<file path="src/rtl/mscd_pkg.sv">
// Package of constants and types for the motor start-up configuration register.
package mscd_pkg;

	localparam logic [7:0]  MSCD_CFG_OFS       = 8'h82;
	localparam logic [31:0] MSCD_CFG_RST       = 32'h00000000;
	localparam logic [31:0] MSCD_WR_MASK       = 32'hFFFFFFFF;
	localparam int          MSCD_PARITY_POS    = 31;
	localparam int          MSCD_METHOD_LSB    = 29;
	localparam int          MSCD_RAMP_LSB      = 25;
	localparam int          MSCD_ALIGN_T_LSB   = 21;
	localparam int          MSCD_ALIGN_I_LSB   = 17;
	localparam int          MSCD_PROBE_F_LSB   = 14;
	localparam int          MSCD_PROBE_I_LSB   = 10;
	localparam int          MSCD_RELEASE_LSB   = 8;
	localparam int          MSCD_LEAD_LSB      = 6;
	localparam int          MSCD_REPEAT_LSB    = 4;
	localparam int          MSCD_FIRST_LSB     = 0;
	localparam logic [3:0]  MSCD_PROBE_I_MIN   = 4'h2;
	localparam logic [3:0]  MSCD_FIRST_UNDEF   = 4'hA;
	localparam logic [1:0]  MSCD_RELEASE_MAX   = 2'h1;

	typedef enum logic [1:0] {
		MSCD_SINGLE_ALIGN = 2'h0,
		MSCD_DOUBLE_ALIGN = 2'h1,
		MSCD_PROBE_START  = 2'h2,
		MSCD_SLOW_FIRST   = 2'h3
	} mscd_method_t;

	typedef struct packed {
		logic [31:0] cfg;
		logic [31:0] rdata;
	} mscd_state_t;

	// Align ramp rate in tenths of V/s.
	localparam logic [15:0] MSCD_RAMP_TBL [16] = '{
		16'h0001, 16'h0002, 16'h0005, 16'h000A, 16'h0019, 16'h0032, 16'h004B, 16'h0064,
		16'h00FA, 16'h01F4, 16'h02EE, 16'h03E8, 16'h09C4, 16'h1388, 16'h1D4C, 16'h2710};
	// Align time in ms.
	localparam logic [15:0] MSCD_ALIGN_T_TBL [16] = '{
		16'h0005, 16'h000A, 16'h0019, 16'h0032, 16'h004B, 16'h0064, 16'h00C8, 16'h0190,
		16'h0258, 16'h0320, 16'h03E8, 16'h07D0, 16'h0FA0, 16'h1770, 16'h1F40, 16'h2710};
	// Probe pulse rate in Hz.
	localparam logic [15:0] MSCD_PROBE_F_TBL [8] = '{
		16'h0032, 16'h0064, 16'h00FA, 16'h01F4, 16'h03E8, 16'h07D0, 16'h1388, 16'h2710};
	// First-cycle rate in hundredths of Hz; code A has no value and reads zero.
	localparam logic [15:0] MSCD_FIRST_TBL [16] = '{
		16'h0005, 16'h000A, 16'h0019, 16'h0032, 16'h0064, 16'h00C8, 16'h012C, 16'h01F4,
		16'h03E8, 16'h05DC, 16'h0000, 16'h09C4, 16'h1388, 16'h2710, 16'h3A98, 16'h4E20};

endpackage : mscd_pkg

</file>
<file path="src/rtl/mscd_startup_cfg.sv">
// Start-up configuration register with decoded physical settings.
module mscd_startup_cfg
	import mscd_pkg::*;
(
	input  wire logic        ref_clk,
	input  wire logic        rst_n,
	input  wire logic        clk_en,
	input  wire logic [7:0]  reg_addr,
	input  wire logic [31:0] reg_wdata,
	input  wire logic        reg_wr,
	input  wire logic        reg_rd,
	output logic      [31:0] reg_rdata,
	output mscd_method_t     startup_method_sel,
	output logic      [15:0] align_ramp_rate,
	output logic      [15:0] align_time_ms,
	output logic      [3:0]  align_current_limit_sel,
	output logic      [3:0]  probe_current_limit_sel,
	output logic      [15:0] probe_rate_hz,
	output logic             probe_release_sel,
	output logic      [6:0]  probe_lead_angle_deg,
	output logic      [2:0]  probe_runs,
	output logic      [15:0] first_cycle_rate,
	output logic             parity_bit,
	output logic             cfg_unsupported
);

	////////////////////////////////////////////////////////////////////////////////
	// State.

	mscd_state_t state_ff;
	mscd_state_t nxt_state;
	logic        sel;
	logic [3:0]  ai;
	logic [3:0]  pi;
	logic [1:0]  rel;
	logic [3:0]  fc;

	assign sel = (reg_addr == MSCD_CFG_OFS);

	always_comb begin
		nxt_state = state_ff;
		if (reg_wr && sel) begin
			nxt_state.cfg = reg_wdata & MSCD_WR_MASK;
		end
		// Unmapped reads return zero.
		nxt_state.rdata = (reg_rd && sel) ? state_ff.cfg : 32'h00000000;
	end

	always_ff @(posedge ref_clk) begin
		if (!rst_n) begin
			state_ff <= '{cfg: MSCD_CFG_RST, rdata: 32'h00000000};
		end else if (clk_en) begin
			state_ff <= nxt_state;
		end
	end

	////////////////////////////////////////////////////////////////////////////////
	// Field decode. Reserved codes still store, but decode to safe zero values.

	assign reg_rdata  = state_ff.rdata;
	assign parity_bit = state_ff.cfg[MSCD_PARITY_POS];
	assign ai  = state_ff.cfg[MSCD_ALIGN_I_LSB +: 4];
	assign pi  = state_ff.cfg[MSCD_PROBE_I_LSB +: 4];
	assign rel = state_ff.cfg[MSCD_RELEASE_LSB +: 2];
	assign fc  = state_ff.cfg[MSCD_FIRST_LSB +: 4];

	assign startup_method_sel      = mscd_method_t'(state_ff.cfg[MSCD_METHOD_LSB +: 2]);
	assign align_ramp_rate         = MSCD_RAMP_TBL[state_ff.cfg[MSCD_RAMP_LSB +: 4]];
	assign align_time_ms           = MSCD_ALIGN_T_TBL[state_ff.cfg[MSCD_ALIGN_T_LSB +: 4]];
	assign align_current_limit_sel = ai;
	assign probe_rate_hz           = MSCD_PROBE_F_TBL[state_ff.cfg[MSCD_PROBE_F_LSB +: 3]];
	assign probe_current_limit_sel = (pi < MSCD_PROBE_I_MIN) ? 4'h0 : pi;
	assign probe_release_sel       = rel[0] & (rel <= MSCD_RELEASE_MAX);
	assign probe_lead_angle_deg    = 7'(30 * state_ff.cfg[MSCD_LEAD_LSB +: 2]);
	assign probe_runs              = 3'(state_ff.cfg[MSCD_REPEAT_LSB +: 2]) + 3'h1;
	assign first_cycle_rate        = MSCD_FIRST_TBL[fc];
	// Flags any reserved code so the sequencer can refuse to start.
	assign cfg_unsupported = (ai == 4'h0) || (pi < MSCD_PROBE_I_MIN)
		|| (rel > MSCD_RELEASE_MAX) || (fc == MSCD_FIRST_UNDEF);

	////////////////////////////////////////////////////////////////////////////////
	// Checks.

	chk_write_store: assert property (@(posedge ref_clk) disable iff (!rst_n)
		clk_en && reg_wr && sel |=> state_ff.cfg == $past(reg_wdata))
		else $error("Register did not store written word.");
	chk_read_data: assert property (@(posedge ref_clk) disable iff (!rst_n)
		clk_en && reg_rd && sel && !reg_wr |=> reg_rdata == state_ff.cfg)
		else $error("Read data does not match register.");
	chk_unmapped_rd: assert property (@(posedge ref_clk) disable iff (!rst_n)
		clk_en && reg_rd && !sel |=> reg_rdata == 32'h00000000)
		else $error("Unmapped read not zero.");
	chk_method_field: assert property (@(posedge ref_clk) disable iff (!rst_n)
		startup_method_sel == mscd_method_t'(state_ff.cfg[30:29]))
		else $error("Method decode wrong.");
	chk_probe_reserved: assert property (@(posedge ref_clk) disable iff (!rst_n)
		pi < 4'h2 |-> probe_current_limit_sel == 4'h0 && cfg_unsupported)
		else $error("Reserved probe limit not flagged.");
	chk_release_tri: assert property (@(posedge ref_clk) disable iff (!rst_n)
		probe_release_sel |-> rel == 2'h1)
		else $error("Tristate release on wrong code.");
	chk_runs_count: assert property (@(posedge ref_clk) disable iff (!rst_n)
		probe_runs == 3'(state_ff.cfg[5:4]) + 3'h1)
		else $error("Probe run count wrong.");
	chk_first_undef: assert property (@(posedge ref_clk) disable iff (!rst_n)
		fc == 4'hA |-> first_cycle_rate == 16'h0000 && cfg_unsupported)
		else $error("Undefined first-cycle code not flagged.");
	chk_reset_zero: assert property (@(posedge ref_clk)
		!rst_n |=> state_ff.cfg == 32'h00000000)
		else $error("Register not zero after reset.");
	chk_ramp_decode: assert property (@(posedge ref_clk) disable iff (!rst_n)
		align_ramp_rate == MSCD_RAMP_TBL[state_ff.cfg[28:25]])
		else $error("Align ramp decode wrong.");
	chk_align_time: assert property (@(posedge ref_clk) disable iff (!rst_n)
		align_time_ms == MSCD_ALIGN_T_TBL[state_ff.cfg[24:21]])
		else $error("Align time decode wrong.");
	chk_align_limit: assert property (@(posedge ref_clk) disable iff (!rst_n)
		state_ff.cfg[20:17] == 4'h0 |-> cfg_unsupported)
		else $error("Reserved align limit not flagged.");
	chk_probe_rate: assert property (@(posedge ref_clk) disable iff (!rst_n)
		probe_rate_hz == MSCD_PROBE_F_TBL[state_ff.cfg[16:14]])
		else $error("Probe rate decode wrong.");
	chk_lead_angle: assert property (@(posedge ref_clk) disable iff (!rst_n)
		probe_lead_angle_deg == 7'(30 * state_ff.cfg[7:6]))
		else $error("Lead angle decode wrong.");
	chk_frozen_cfg: assert property (@(posedge ref_clk) disable iff (!rst_n)
		!clk_en |=> $stable(state_ff.cfg))
		else $error("Register changed while clock enable low.");

	cov_write_probe: cover property (@(posedge ref_clk)
		reg_wr && sel && reg_wdata[30:29] == 2'h2);
	cov_read_back: cover property (@(posedge ref_clk) reg_wr && sel ##1 reg_rd && sel);
	cov_unsupported: cover property (@(posedge ref_clk) cfg_unsupported && rst_n);
	cov_frozen_write: cover property (@(posedge ref_clk) rst_n && !clk_en && reg_wr && sel);

endmodule : mscd_startup_cfg
</file>
<file path="config.mk">
export PLATFORM = sky130hd
export DESIGN_NAME = mscd_startup_cfg
export DESIGN_NICKNAME = d
export VERILOG_FILES = /design/src/rtl/mscd_pkg.sv /design/src/rtl/mscd_startup_cfg.sv
export SDC_FILE = /design/constraint.sdc
export NUM_CORES = 1
export LEC_CHECK = 0
export BUFFER_PORTS_ARGS = -buffer_cell sky130_fd_sc_hd__buf_2
export CAP_MARGIN = 5
export CORE_MARGIN = 5
export CORE_UTILIZATION = 30
export DETAILED_ROUTE_END_ITERATION = 8
export GPL_ROUTABILITY_DRIVEN = 0
export SKIP_LAST_GASP = 1
export SYNTH_ARGS = -nofsm -noshare
export SYNTH_HDL_FRONTEND = slang
export SYNTH_SLANG_ARGS = --single-unit
export TNS_END_PERCENT = 30
</file>
<file path="constraint.sdc">
create_clock -name ref_clk -period 2 [get_ports ref_clk]
set_input_delay 0.4 -clock ref_clk [delete_from_list [all_inputs] [get_ports ref_clk]]
set_output_delay 0.4 -clock ref_clk [all_outputs]
set_load 0.03 [all_outputs]
</file>
; ---- After elaboration in Yosys (flattened, before gate mapping)
; Memory sizes are Yosys's and may differ from the RTL's.
; Cells that the tools add are included.
[classes]
mux = 10
n_eq_ne = 2
n_reduce_logical = 7
n_mul = 1
n_bitwise = 5
order_cmp = 7
addsub = 1
[ops]
columns = op, count
row1 = $mux W16, 8
row2 = $mux W32, 1
row3 = $ge A5 B5 Y1 const B, 3
row4 = $not A4 Y5, 3
row5 = $eq A8 B8 Y1 const B, 1
row6 = $mul A4 B2 Y6 const A, 1
row7 = $eq A4 B4 Y1 const B, 1
row8 = $ge A4 B4 Y1 const B, 1
row9 = $logic_not A4 Y1, 1
row10 = $lt A4 B2 Y1 const B, 1
row11 = $mux W4, 1
row12 = $not A3 Y4, 1
row13 = $add A2 B1 Y3 const B, 1
row14 = $logic_or A1 B1 Y1, 3
row15 = $gt A2 B1 Y1 const B, 1
row16 = $le A2 B1 Y1 const B, 1
row17 = $logic_and A1 B1 Y1, 2
row18 = $reduce_and A2 Y1, 1
row19 = $and A1 B1 Y1, 1
[totals]
wordCells = 39
rom_bits = 896
out_inout_bits = 119
ff_bits = 64
mem_count = 4
in_bits = 45
[memory_table]
columns = name, words, width, rd, rd_clocked_by_memory_dff, write_ports, line
row1 = (no name shown), 16, 16, 1, 0, 0, mscd_startup_cfg.sv:76  ; assign first_cycle_rate = MSCD_FIRST_TBL[fc];
row2 = (no name shown), 16, 16, 1, 0, 0, mscd_startup_cfg.sv:69  ; assign align_time_ms = MSCD_ALIGN_T_TBL[state_ff.cfg[MSCD_ALIGN_T_LSB +: 4]];
row3 = (no name shown), 16, 16, 1, 0, 0, mscd_startup_cfg.sv:68  ; assign align_ramp_rate = MSCD_RAMP_TBL[state_ff.cfg[MSCD_RAMP_LSB +: 4]];
row4 = (no name shown), 8, 16, 1, 0, 0, mscd_startup_cfg.sv:71  ; assign probe_rate_hz = MSCD_PROBE_F_TBL[state_ff.cfg[MSCD_PROBE_F_LSB +: 3]];

; ---- Logic depth before layout (Yosys ltp)
[logic_depth]
depth_word = 4
depth_mapped = 6
ltp_nobuf = 5

; ---- Worst setup path before layout
; Ideal clock, no wire load.
[synth_timing]
kind = reg2out
startpoint = register state_ff[53] in the netlist's numbering
endpoint = output align_time_ms[3]
t_required_ps = 1600
path_slack_ps = -64
stages_incl_launch_ff = 5
t_arrival_ps = 1664
n_path_buf = 0
path_cell_list = dfxtp_1 inv_1 ha_1 inv_1 o31ai_1
[synth_via]
elab_chain_len = 4
[synth_rtl]
columns = element, line
row1 = "start, declared", mscd_startup_cfg.sv:30  ; mscd_state_t state_ff;
row2 = "start signal, assigned", mscd_startup_cfg.sv:51  ; state_ff <= '{cfg: MSCD_CFG_RST, rdata: 32'h00000000};
row3 = "start signal, assigned", mscd_startup_cfg.sv:53  ; state_ff <= nxt_state;
row4 = $not A4 Y5 (implied by the code), mscd_startup_cfg.sv:69
row5 = $mem_v2 Z16 W16, n/a
row6 = $mux W16 (implied by the code) (2 in a row), mscd_startup_cfg.sv:69
row7 = "end, declared", mscd_startup_cfg.sv:15  ; output logic [15:0] align_time_ms,
; Every way passes these cells. The select of a mux whose other input is x is not followed.

; ---- Worst setup path in the final report
[layout_timing]
startpoint = register state_ff[54] in the netlist's numbering
endpoint = output align_time_ms[4]
; The elaborated chain is that of the path after synthesis.

==> impl_metrics.env <==
export IMPL_fin_crit_sh_pct=102
export IMPL_yosysSeqAreaShare_pct=32.4
export IMPL_critPathMaxFanout=4
export IMPL_fp_dieW_microns=125
export IMPL_slowest_delay_ps=450
export IMPL_wl_per_cell_microns=14.2
export IMPL_reg2reg_to="reg_rdata[23]"
export IMPL_status="complete, but fails checks"
export IMPL_failed_checks="setup timing"
export IMPL_power_density_nw_per_um2=644
export IMPL_viasPerCell=4.66
export IMPL_synth_top_area_share_pct=32.4
export IMPL_area_delta_synth_final_pct=26.7
export IMPL_tightest_slew_ps=517
export IMPL_synth_area_top_cells="dfxtp_1, mux2i_1, buf_4"
export IMPL_grt_pass1_wl_mm=18.0
export IMPL_finalHoldViolations=0
export IMPL_overflow=0
export IMPL_slowest_stage="mux4_2"
export IMPL_reg2reg_depth=3
export IMPL_yosysWarnings=0
export IMPL_postRouteWirelength_mm=11.0
export IMPL_synth_edff_count=0
export IMPL_clk_pin_slew_worst_paths_ps=50
export IMPL_rsz0062_at_grt="yes"
export IMPL_critical_path_endpoint="align_time_ms[4]"
export IMPL_worst_slack_ps=-39.8
export IMPL_worst_ep_required_time_ps=1600
export IMPL_diodes=0
export IMPL_portBuffers=153
export IMPL_fmax_mhz=490
export IMPL_coreArea_sq_um=13100
export IMPL_peakVddDrop_mv=0.321
export IMPL_dieArea_sq_um=15600
export IMPL_pre_cts_ws_ps=109
export IMPL_cts_buffers=9
export IMPL_root_buffer="clkbuf_16"
export IMPL_fin_crit_ps=2040
export IMPL_drtPass1Iterations=4
export IMPL_start_kind="flop"
export IMPL_syn_area_sq_um=3960
export IMPL_yosysTopAreaCell="dfxtp_1"
export IMPL_final_nets=655
export IMPL_grt_pass1_vias=3504
export IMPL_die_h_microns=125
export IMPL_ys_flop_type="dfxtp_1"
export IMPL_drt_iter0_drc=177
export IMPL_leakage_nw=2.26
export IMPL_grt_antenna_before_repair=0
export IMPL_final_cell_mix="buf_2, nand2_1, dfxtp_1, a21oi_1, mux2i_1"
export IMPL_dp_hpwl_mm=7.84
export IMPL_cts_tree="done"
export IMPL_max_cap_violations=0
export IMPL_fin_skew_ps=4.11
export IMPL_rows=42
export IMPL_numClockSinks=64
export IMPL_end_kind="primary output"
export IMPL_arrival_ps=1640
export IMPL_rrSetupSlack_ps=820
export IMPL_gr_usage_all_layers_pct=13.9
export IMPL_worstSetupPathType="flop to primary output"
export IMPL_cts_buffer_depth=2
export IMPL_clk_insertion_delay_late_ps=330
export IMPL_grt_max_degree=97
export IMPL_initial_core_util_pct=30.2
export IMPL_tns_ps=-112
export IMPL_relSlewSlack_pct=65.5
export IMPL_netlist_instances=501
export IMPL_hp_class="input port to flop"
export IMPL_vias=3603
export IMPL_final_antenna_net_count=0
export IMPL_async_reset_ff_share_pct=0
export IMPL_synth_seq_cells=64
export IMPL_io_pins=164
export IMPL_setup_viol=4
export IMPL_final_common_cell="buf_2"
export IMPL_syn_area_per_cell_sq_um=7.90
export IMPL_slew_viol_final=0
export IMPL_crit_chain="inv_4, ha_4, inv_2, mux4_2, buf_6"
export IMPL_crit_start="state_ff[54]"
export IMPL_reg2reg_from="state_ff[55]"
export IMPL_htree_levels=3
export IMPL_synthDistinctLibCells=38
export IMPL_post_route_drc_count=0
export IMPL_drive_gt1_share_pct=37.5
Yosys cell counts, types with 2 or more instances:
cell type and number:
xor2_1 4, mux4_2 3, buf_4 52, ha_1 16, dfxtp_1 64, and3_1 7, nor3_1 4, inv_1 14
buf_2 5, o21a_1 2, mux2i_1 40, a21oi_1 42, nor4b_2 2, o21ai_1 18, o21ai_0 25, a21o_1 2
nand3_1 2, nand2b_1 3, nor2b_1 5, o211ai_1 2, nand2_1 76, buf_12 3, clkbuf_1 42, nand4_1 32
nor2_1 23
worst min-delay path by stage:
| stage | cells after the start | slack, ps | end | startpoint |
|---|---|---|---|---|
| 3_5_place_dp | 2 | 470 | pi[0] | pi[0] |
| 6_report | 3 | 320 | pi[0] | reg_wdata[10] |
| 2_1_floorplan | 2 | 440 | pi[0] | pi[0] |
| 3_3_place_gp | 2 | 460 | pi[0] | pi[0] |
| 5_1_grt | 3 | 310 | state_ff[47] | reg_wdata[15] |
| 4_1_cts | 3 | 290 | state_ff[47] | reg_wdata[15] |
report_power, final:
group	internal (mW)	switching, mW	leakage (nW)
clock	1.05	0.543	0.154
sequential	1.31	0.0159	0.526
combinational	0.0939	0.216	1.57
logic make-up after synthesis:
kind of cell               count (synthesis)  synth area share, %
other                                      1               0.0948
and+or+nand+nor                          158                 19.1
muxes                                     44                 12.1
buffers and inverters                    119                 17.8
xor gates and xnor gates                   5                 1.11
AOI/OAI and AO/OA                         94                 12.4
DFF                                       64                 32.4
adders and majority gates                 16                 5.06
per-stage QoR:
| stage | std cells | total power [mW] | utilization (%) | hold slack, ps | cell area [sq um] |
|---|---|---|---|---|---|
| final | 774 | 3.23 | 38.3 | 316 | 5010 |
| after global routing | 774 | 3.38 | 38.3 | 309 | 5010 |
| after CTS | 774 | 3.29 | 38.2 | 295 | 4990 |
| after detailed placement | 753 | 1.66 | 34.7 | 472 | 4540 |
| after global placement | 753 | 1.66 | 34.7 | 463 | 4540 |
| after floorplan | 510 | 1.60 | - | 444 | 4000 |
critical path, delay by kind of cell (launching register included):
| family | cells | cell delay, ps |
|---|---|---|
| buf+inv | 3 | 240 |
| fa+ha+maj | 1 | 280 |
| flops | 1 | 340 |
| mux | 1 | 450 |
area by class of cell:
cell class                 count  area (sq um)
clock buffer                  12           267
timing repair buffer         177          1030
inverter                      15          58.8
fill                        1339          8070
tap                          176           220
clock inverter                 3          40.0
multi-input combinational    327          2100
sequential                    64          1300
metal layers:
layer / GRT usage, % / vias to the layer above / part of all wire (%) / routed length [microns]
met5: 0 / - / 0 / 0
met4: 3.38 / 0 / 0.97 / 107
met3: 5.27 / 13 / 7.0 / 765
met2: 22.8 / 111 / 48 / 5250
met1: 17.3 / 1654 / 44 / 4880
li1: - / 1825 / - / -
repair_timing:
action,4_1_cts,5_1_grt
hold endpoints to repair,0,0
pin swaps,2,1
gates resized for setup,33,6
buffers inserted,6,0
endpoints found under the setup margin,10,23
hold buffers,0,0
flip-flops by register name, summed over array words and instances (netlist names):
| signal | count |
|---|---|
| parity_bit | 1 |
| state_ff | 15 |
| pi | 4 |
| rel | 2 |
| align_current_limit_sel | 4 |
| fc | 4 |
| reg_rdata | 32 |
| startup_method_sel | 2 |
Note: power is estimated with default switching activity, not from simulation.
